===== src/verilog/acs_defs.vh =====
// Purpose: constants for the conversion sequencer
// Assumes: 250 MHz ref_clk
// Notes:   widths and counts are defaults only
`ifndef ACS_DEFS_VH
`define ACS_DEFS_VH
`define ACS_RES_BITS      10
`define ACS_RESULT_RESET  10'h000
`define ACS_INSTR_NS      16
`define ACS_CLK_NS        4
`define ACS_INSTR_CYCLES  ((`ACS_INSTR_NS + `ACS_CLK_NS - 1) / `ACS_CLK_NS)
`define ACS_BIT_DIV       4
`define ACS_SRC_SYS       1'b0
`define ACS_SRC_RC        1'b1
`endif


===== src/verilog/acs_sar_core.v =====
// Purpose: successive-approximation bit resolver
// Assumes: comparator input settles within one bit period
// Notes:   partial results fill unresolved bits with the last resolved bit
`timescale 1ns/1ns
`default_nettype none
module acs_sar_core #(
  parameter WIDTH = 10
) (
  input  wire             ref_clk,
  input  wire             rst_n,
  input  wire             clear,
  input  wire             step,
  input  wire             cmp_hi,
  output reg  [WIDTH-1:0] bits_reg,
  output reg  [WIDTH-1:0] mask_reg,
  output wire             last_bit
);
  // trial bit walks from msb down
  assign last_bit = mask_reg[0];

  // resolve one bit per step
  always @(posedge ref_clk or negedge rst_n) begin
    if (!rst_n) begin
      bits_reg <= {WIDTH{1'b0}};
      mask_reg <= {WIDTH{1'b0}};
    end else if (clear) begin
      bits_reg <= {WIDTH{1'b0}};
      mask_reg <= {1'b1, {(WIDTH-1){1'b0}}};
    end else if (step) begin
      bits_reg <= bits_reg | (cmp_hi ? mask_reg : {WIDTH{1'b0}});
      mask_reg <= mask_reg >> 1;
    end
  end
endmodule // acs_sar_core
`default_nettype wire


===== src/verilog/acs_seq.v =====
// Purpose: conversion sequencer for a successive-approximation converter
// Assumes: control bits are plain ports, writes are one-cycle strobes
// Notes:   one instruction cycle lasts ACS_INSTR_CYCLES clocks
//          results are right aligned in the two result bytes
//          a stop before the first bit step leaves a zero result, except in the rc delay (old result) and the first sys-clock conv cycle (stale sar word)
// Operation
// the converter runs only while converter_enable is one.
// writing the busy flag to one starts a conversion and it reads one meanwhile.
// software should set the start in a later write than the enable.
// on completion busy clears, done sets and both result bytes load.
// clearing busy early stops and stores the partial result; a stop in the rc delay keeps the old result.
// unresolved bits copy the last resolved bit on early stop.
// reset returns every register to reset, converter off, conversion aborted.
// conversion continues in sleep only with the dedicated rc clock.
// with the rc clock the start waits one more instruction cycle.
// with interrupt enabled, completion in sleep wakes the device.
// with interrupt disabled, completion in sleep turns converter off, enable stays.
// with another clock, sleep aborts and turns off, enable stays.
// the compare trigger sets busy and resets the period counter.
// software must meet timing when using the hardware trigger.
// a start while disabled is ignored and results are kept.
`timescale 1ns/1ns
`default_nettype none
`include "acs_defs.vh"
module acs_seq #(
  parameter WIDTH   = `ACS_RES_BITS,
  parameter BIT_DIV = `ACS_BIT_DIV
) (
  input  wire             ref_clk,
  input  wire             rstn,
  input  wire             converter_enable,
  input  wire             clock_select_rc,
  input  wire             start_write,
  input  wire             stop_write,
  input  wire             compare_trigger,
  input  wire             sleep_mode,
  input  wire             interrupt_enable,
  input  wire             done_clear,
  input  wire             cmp_hi,
  output wire             conversion_active_flag,
  output reg              conversion_done_flag,
  output reg  [7:0]       result_high_byte,
  output reg  [7:0]       result_low_byte,
  output reg              analog_powered,
  output reg              wake_request,
  output reg              period_counter_reset
);
  // idle: waiting for an accepted start
  // delay: one extra instruction cycle before converting on the rc clock
  // conv: one trial bit every BIT_DIV clocks, msb first
  // off: converter unpowered in sleep until woken or disabled
  localparam S_IDLE  = 4'b0001;
  localparam S_DELAY = 4'b0010;
  localparam S_CONV  = 4'b0100;
  localparam S_OFF   = 4'b1000;
  localparam DIVW    = 8;
  localparam integer    DIV_LAST_I = BIT_DIV - 1;
  localparam integer    DLY_LAST_I = `ACS_INSTR_CYCLES - 1;
  localparam [DIVW-1:0] DIV_LAST   = DIV_LAST_I[DIVW-1:0];
  localparam [DIVW-1:0] DLY_LAST   = DLY_LAST_I[DIVW-1:0];

  // reset release, sequencer state and sar core view
  reg  [1:0]       rst_sync_reg;
  wire             rst_n = rst_sync_reg[1];
  reg  [3:0]       state_reg;
  reg  [DIVW-1:0]  div_reg;
  reg              clear_sar;
  wire             bit_step;
  wire [WIDTH-1:0] sar_bits;
  wire [WIDTH-1:0] sar_mask;
  wire             sar_last;
  wire [WIDTH-1:0] partial;
  wire [WIDTH-1:0] final_word;
  wire             sleep_abort;
  wire             last_step;

  // reset release through two flops
  always @(posedge ref_clk or negedge rstn) begin
    if (!rstn)
      rst_sync_reg <= 2'b00;
    else
      rst_sync_reg <= {rst_sync_reg[0], 1'b1};
  end

  // fill every bit from the trial bit down with the bit just above it;
  // with the trial bit still at the msb nothing is resolved and the word is zero
  function [WIDTH-1:0] fill_partial;
    input [WIDTH-1:0] bits;
    input [WIDTH-1:0] mask;
    reg   [WIDTH-1:0] word;
    reg               below;
    integer           n;
    begin
      word  = bits;
      below = mask[WIDTH-1];
      for (n = WIDTH - 2; n >= 0; n = n - 1) begin
        below = below | mask[n];
        if (below)
          word[n] = word[n+1];
      end
      fill_partial = word;
    end
  endfunction

  // current trial bit settled by the comparator
  function [WIDTH-1:0] settle_bit;
    input [WIDTH-1:0] bits;
    input [WIDTH-1:0] mask;
    input             hi;
    begin
      settle_bit = hi ? (bits | mask) : bits;
    end
  endfunction

  // right-align a result in the two result bytes
  function [15:0] pad_result;
    input [WIDTH-1:0] word;
    begin
      pad_result = {{(16-WIDTH){1'b0}}, word};
    end
  endfunction

  // words offered to the result registers
  assign partial    = fill_partial(sar_bits, sar_mask);
  assign final_word = settle_bit(sar_bits, sar_mask, cmp_hi);
  // sleep without the rc clock kills a running conversion
  assign sleep_abort = sleep_mode && (clock_select_rc != `ACS_SRC_RC);
  // the final trial bit resolves on this step
  assign last_step   = bit_step && sar_last;

  // start sources and busy decode
  wire start_req = start_write | compare_trigger;
  wire any_start = converter_enable & start_req;
  assign conversion_active_flag = (state_reg == S_DELAY) | (state_reg == S_CONV);
  // one bit step at the end of each divider period
  assign bit_step = (state_reg == S_CONV) && (div_reg == DIV_LAST);

  // bit resolver
  acs_sar_core #(
    .WIDTH (WIDTH)
  ) u_core (
    .ref_clk  (ref_clk),
    .rst_n    (rst_n),
    .clear    (clear_sar),
    .step     (bit_step),
    .cmp_hi   (cmp_hi),
    .bits_reg (sar_bits),
    .mask_reg (sar_mask),
    .last_bit (sar_last)
  );

  // conversion sequence
  always @(posedge ref_clk or negedge rst_n) begin
    if (!rst_n) begin
      // everything back to reset, conversion dropped
      state_reg            <= S_IDLE;
      div_reg              <= {DIVW{1'b0}};
      clear_sar            <= 1'b0;
      conversion_done_flag <= 1'b0;
      result_high_byte     <= 8'h00;
      result_low_byte      <= 8'h00;
      analog_powered       <= 1'b0;
      wake_request         <= 1'b0;
      period_counter_reset <= 1'b0;
    end else begin
      clear_sar            <= 1'b0;
      wake_request         <= 1'b0;
      // trigger pulse also restarts the period counter
      period_counter_reset <= compare_trigger & converter_enable;
      if (done_clear)
        conversion_done_flag <= 1'b0;
      analog_powered <= converter_enable && (state_reg != S_OFF);
      case (state_reg)
        S_IDLE: begin
          // only an enabled start is taken
          if (any_start) begin
            div_reg   <= {DIVW{1'b0}};
            clear_sar <= 1'b1;
            if (clock_select_rc == `ACS_SRC_RC)
              state_reg <= S_DELAY;
            else
              state_reg <= S_CONV;
          end
        end
        S_DELAY: begin
          // a stop or a disable before converting returns to idle
          if (!converter_enable || stop_write)
            state_reg <= S_IDLE;
          else if (div_reg == DLY_LAST) begin
            div_reg   <= {DIVW{1'b0}};
            state_reg <= S_CONV;
          end else
            div_reg <= div_reg + 8'h01;
        end
        S_CONV: begin
          div_reg <= (div_reg == DIV_LAST) ? {DIVW{1'b0}} : div_reg + 8'h01;
          // priority: disable, sleep abort, software stop, completion
          if (!converter_enable)
            state_reg <= S_IDLE;
          else if (sleep_abort)
            state_reg <= S_OFF;
          else if (stop_write) begin
            {result_high_byte, result_low_byte} <= pad_result(partial);
            state_reg <= S_IDLE;
          end else if (last_step) begin
            {result_high_byte, result_low_byte} <= pad_result(final_word);
            conversion_done_flag <= 1'b1;
            if (sleep_mode && interrupt_enable)
              wake_request <= 1'b1;
            state_reg <= (sleep_mode && !interrupt_enable) ? S_OFF : S_IDLE;
          end
        end
        S_OFF: begin
          // stays off through sleep while enable still reads set
          if (!converter_enable || !sleep_mode)
            state_reg <= S_IDLE;
        end
        default: state_reg <= S_IDLE;
      endcase
    end
  end
endmodule // acs_seq
`default_nettype wire

===== config.mk =====
export PLATFORM = sky130hd
export DESIGN_NAME = acs_seq
export DESIGN_NICKNAME = d
export VERILOG_FILES = /design/src/verilog/acs_sar_core.v /design/src/verilog/acs_seq.v
export VERILOG_INCLUDE_DIRS = /design/src /design/src/verilog
export SDC_FILE = /design/constraint.sdc
export NUM_CORES = 1
export LEC_CHECK = 0
export BUFFER_PORTS_ARGS = -buffer_cell sky130_fd_sc_hd__buf_2
export CAP_MARGIN = 0
export CORE_UTILIZATION = 52
export DETAILED_ROUTE_END_ITERATION = 7
export PLACE_DENSITY = 0.73
export SLEW_MARGIN = 20
export SYNTH_ARGS = -nofsm -noshare
export SYNTH_HDL_FRONTEND = slang
export SYNTH_SLANG_ARGS = --single-unit

===== constraint.sdc =====
create_clock -name ref_clk -period 1.67 [get_ports ref_clk]
set_clock_uncertainty 0.1 [all_clocks]
set_input_delay 0.2505 -clock ref_clk [delete_from_list [all_inputs] [get_ports ref_clk]]
set_output_delay 0.2505 -clock ref_clk [all_outputs]
set_load 0.05 [all_outputs]

==> qor.yml <==
status: "complete, but fails checks"
violations: "setup timing"
drtAntennaViolNets: 0
viasPerCell: 5.81
path_class: "register to register"
critPathLaunchType: "register"
synth-seq-area-share_pct: 45.9
track_usage_pct: 26.7
power_density_nw_per_um2: 1150
hold_viol: 0
clock_tree.root_cell: "clkbuf_8"
placed_cell_area_um2: 3260
grt_pass1_vias: 2373
min-delay-path-class: "input port to register"
pre_cts_ws_ns: -0.208
coreArea_um2: 4850
path_clk_slew_ns: 0.10
grt_max_degree: 29
antenna_found_initial: 0
r2r_end: "div_reg[2]$_DFFE_PN0P_"
fmax_mhz: 527
cts_tree: "done"
worst_setup_path_end_kind: "register"
drc: 0
syn-instance-count: 276
start_util_pct: 55.1
worst-r2r-setup-slack_ns: -0.23
fillCellCount: 344
worstMarginPinSlew_ns: 0.654
die_w_um: 73.7
syn_area_um2: 2670
drive_above_1_share_pct: 44.3
die_h_um: 73.7
port-buffer-count: 25
worstPathArrival_ns: 2.03
gp_congestion: 0.884
hold_ws_ns: 0.0604
most-common-layout-cells: "dfrtp_1, buf_4, buf_2"
multi_input_area_um2: 1620
layout_worst_path_cycle_share_pct: 114
yosys_register_bits: 49
dr.first_iter.drc_count: 159
num_rows: 25
insertion_delay_ns: 0.32
boundaryPins: 32
htreeDepth: 2
crit_end: "div_reg[2]$_DFFE_PN0P_"
globalRouteOverflowTotal: 0
total_leakage_power_uw: 0.00167
n_antenna_cell: 0
async_reset_ff_share_pct: 100
nets: 359
seq_area_um2: 1230
r2r_cells: 5
instances_no_fill: 415
yosysWarnings: 0
report.final.slew_viol_count: 0
required_ns: 1.80
clock_sinks: 49
fin_util_pct: 75.8
avgSynthCellArea_um2: 9.69
drv_cap: 0
r2r_start: "state_reg[0]$_DFFE_PN1P_"
grt_setup_unrepaired: "true"
slew_headroom_pct: 56.4
crit_start: "state_reg[0]$_DFFE_PN1P_"
drt_wl_total_um: 6820
peakVddDrop_uv: 767
first_pass_iters: 6
cts_buffers: 5
area_growth_syn_to_layout_pct: 37.5
cts_buffer_depth: 2
routedWlPerCell_um: 16.4
dp_cells: 398
vias: 2410
path_max_fanout: 7
finalSetupViolations: 43
ys_types: 60
die_area_um2: 5430
finalCriticalPeriod_ns: 1.90
postLayoutCellArea_um2: 3680
setup_ws_ns: -0.227
grt_pass1_wl_um: 10900
dp_hpwl_um: 4660
synth_ff_type: "dfrtp_1"
synth_edf_count: 0
worst min path at each step:
stage	startpoint	endpoint	slack (ns)	cells after the start
3_5_place_dp	rstn	rst_sync_reg[0]$_DFF_PN0_	-0.06	1
2_1_floorplan	rstn	rst_sync_reg[0]$_DFF_PN0_	-0.15	0
4_1_cts	done_clear	conversion_done_flag$_DFF_PN0_	0.03	2
6_report	compare_trigger	period_counter_reset$_DFF_PN0_	0.06	2
5_1_grt	done_clear	conversion_done_flag$_DFF_PN0_	0.06	2
3_3_place_gp	rstn	rst_sync_reg[0]$_DFF_PN0_	-0.06	1
repair_timing:
| action | 4_1_cts | 5_1_grt |
|---|---|---|
| resized for setup | 32 | 25 |
| setup buffers | 4 | 4 |
| setup endpoints to repair | 45 | 45 |
| hold endpoints to repair | 2 | 0 |
| pin swaps | 19 | 8 |
| gates cloned | 1 | 1 |
| hold buffers | 1 | 0 |
routing by layer:
metal	global-route usage [%]	vias up	wire length, µm
li1	-	1153	-
met1	32.8	1183	2860
met2	47.2	62	3570
met3	5.21	12	299
met4	7.91	0	90
met5	0	-	0
worst max-delay path: stages, from the launching register on:
cell,delay [ns]
dfstp_2,0.42
buf_4,0.15
o21ai_1,0.21
o311ai_4,0.15
or4b_4,0.62
o22ai_2,0.17
cell usage after synthesis (2+ instances only):
library cell / number / area share, %
dfrtp_1: 48 / 45
nor2_1: 23 / 3.2
a21oi_1: 18 / 3.4
nand2_1: 16 / 2.2
clkbuf_1: 15 / 2.1
mux2i_1: 13 / 4.9
inv_1: 12 / 1.7
o21ai_0: 12 / 2.2
a211oi_1: 11 / 3.1
nand3_1: 11 / 2.1
a311oi_1: 6 / 2.0
buf_4: 6 / 1.7
o22ai_1: 6 / 1.4
a31oi_1: 4 / 0.94
and3_1: 4 / 0.94
nand4_1: 4 / 0.94
a211o_1: 3 / 0.98
and2_1: 3 / 0.70
buf_2: 3 / 0.56
mux2_1: 3 / 1.3
mux2_2: 3 / 1.3
nor2b_1: 3 / 0.70
nor3_1: 3 / 0.56
o31ai_1: 3 / 0.84
conb_1: 2 / 0.28
nor4_1: 2 / 0.47
nor4b_1: 2 / 0.66
nor4b_4: 2 / 1.8
o211ai_1: 2 / 0.56
o22ai_2: 2 / 0.94
or4_1: 2 / 0.56
cells by family (layout without fill, tap and decap cells):
logic type / after synthesis / after routing / share of synthesized area, %
AOI/OAI and AO/OA: 81 / 81 / 21.0
xor gates and xnor gates: 1 / 1 / 0.328
adders and majority gates: 1 / 1 / 0.468
buffers and inverters: 36 / 102 / 6.04
DFF: 49 / 49 / 45.9
muxes: 19 / 19 / 7.39
other: 2 / 7 / 0.281
and+or+nand+nor: 87 / 88 / 18.6
where the power goes:
group | total [µW] | switching [µW] | internal (µW)
clock | 691 | 401 | 290
sequential | 1520 | 177 | 1340
combinational | 2020 | 1150 | 877
metrics by stage:
stage                     power (µW)  TNS, ns
final                           4230    -4.89
after CTS                       3950    -5.33
after global routing            4450    -8.04
after floorplan                 2610    -4.71
after global placement          3060    -4.31
after detailed placement        3120    -5.49
cell type report:
cell class,count,share of cell area (%)
clock inverters,3,0.476
clock buffers,5,1.87
multi-input cells,197,44.1
repair buffers,82,16.6
inverters,12,1.22
well taps,67,2.28
flip-flops and latches,49,33.5
Power figures use the tool's default switching activity.
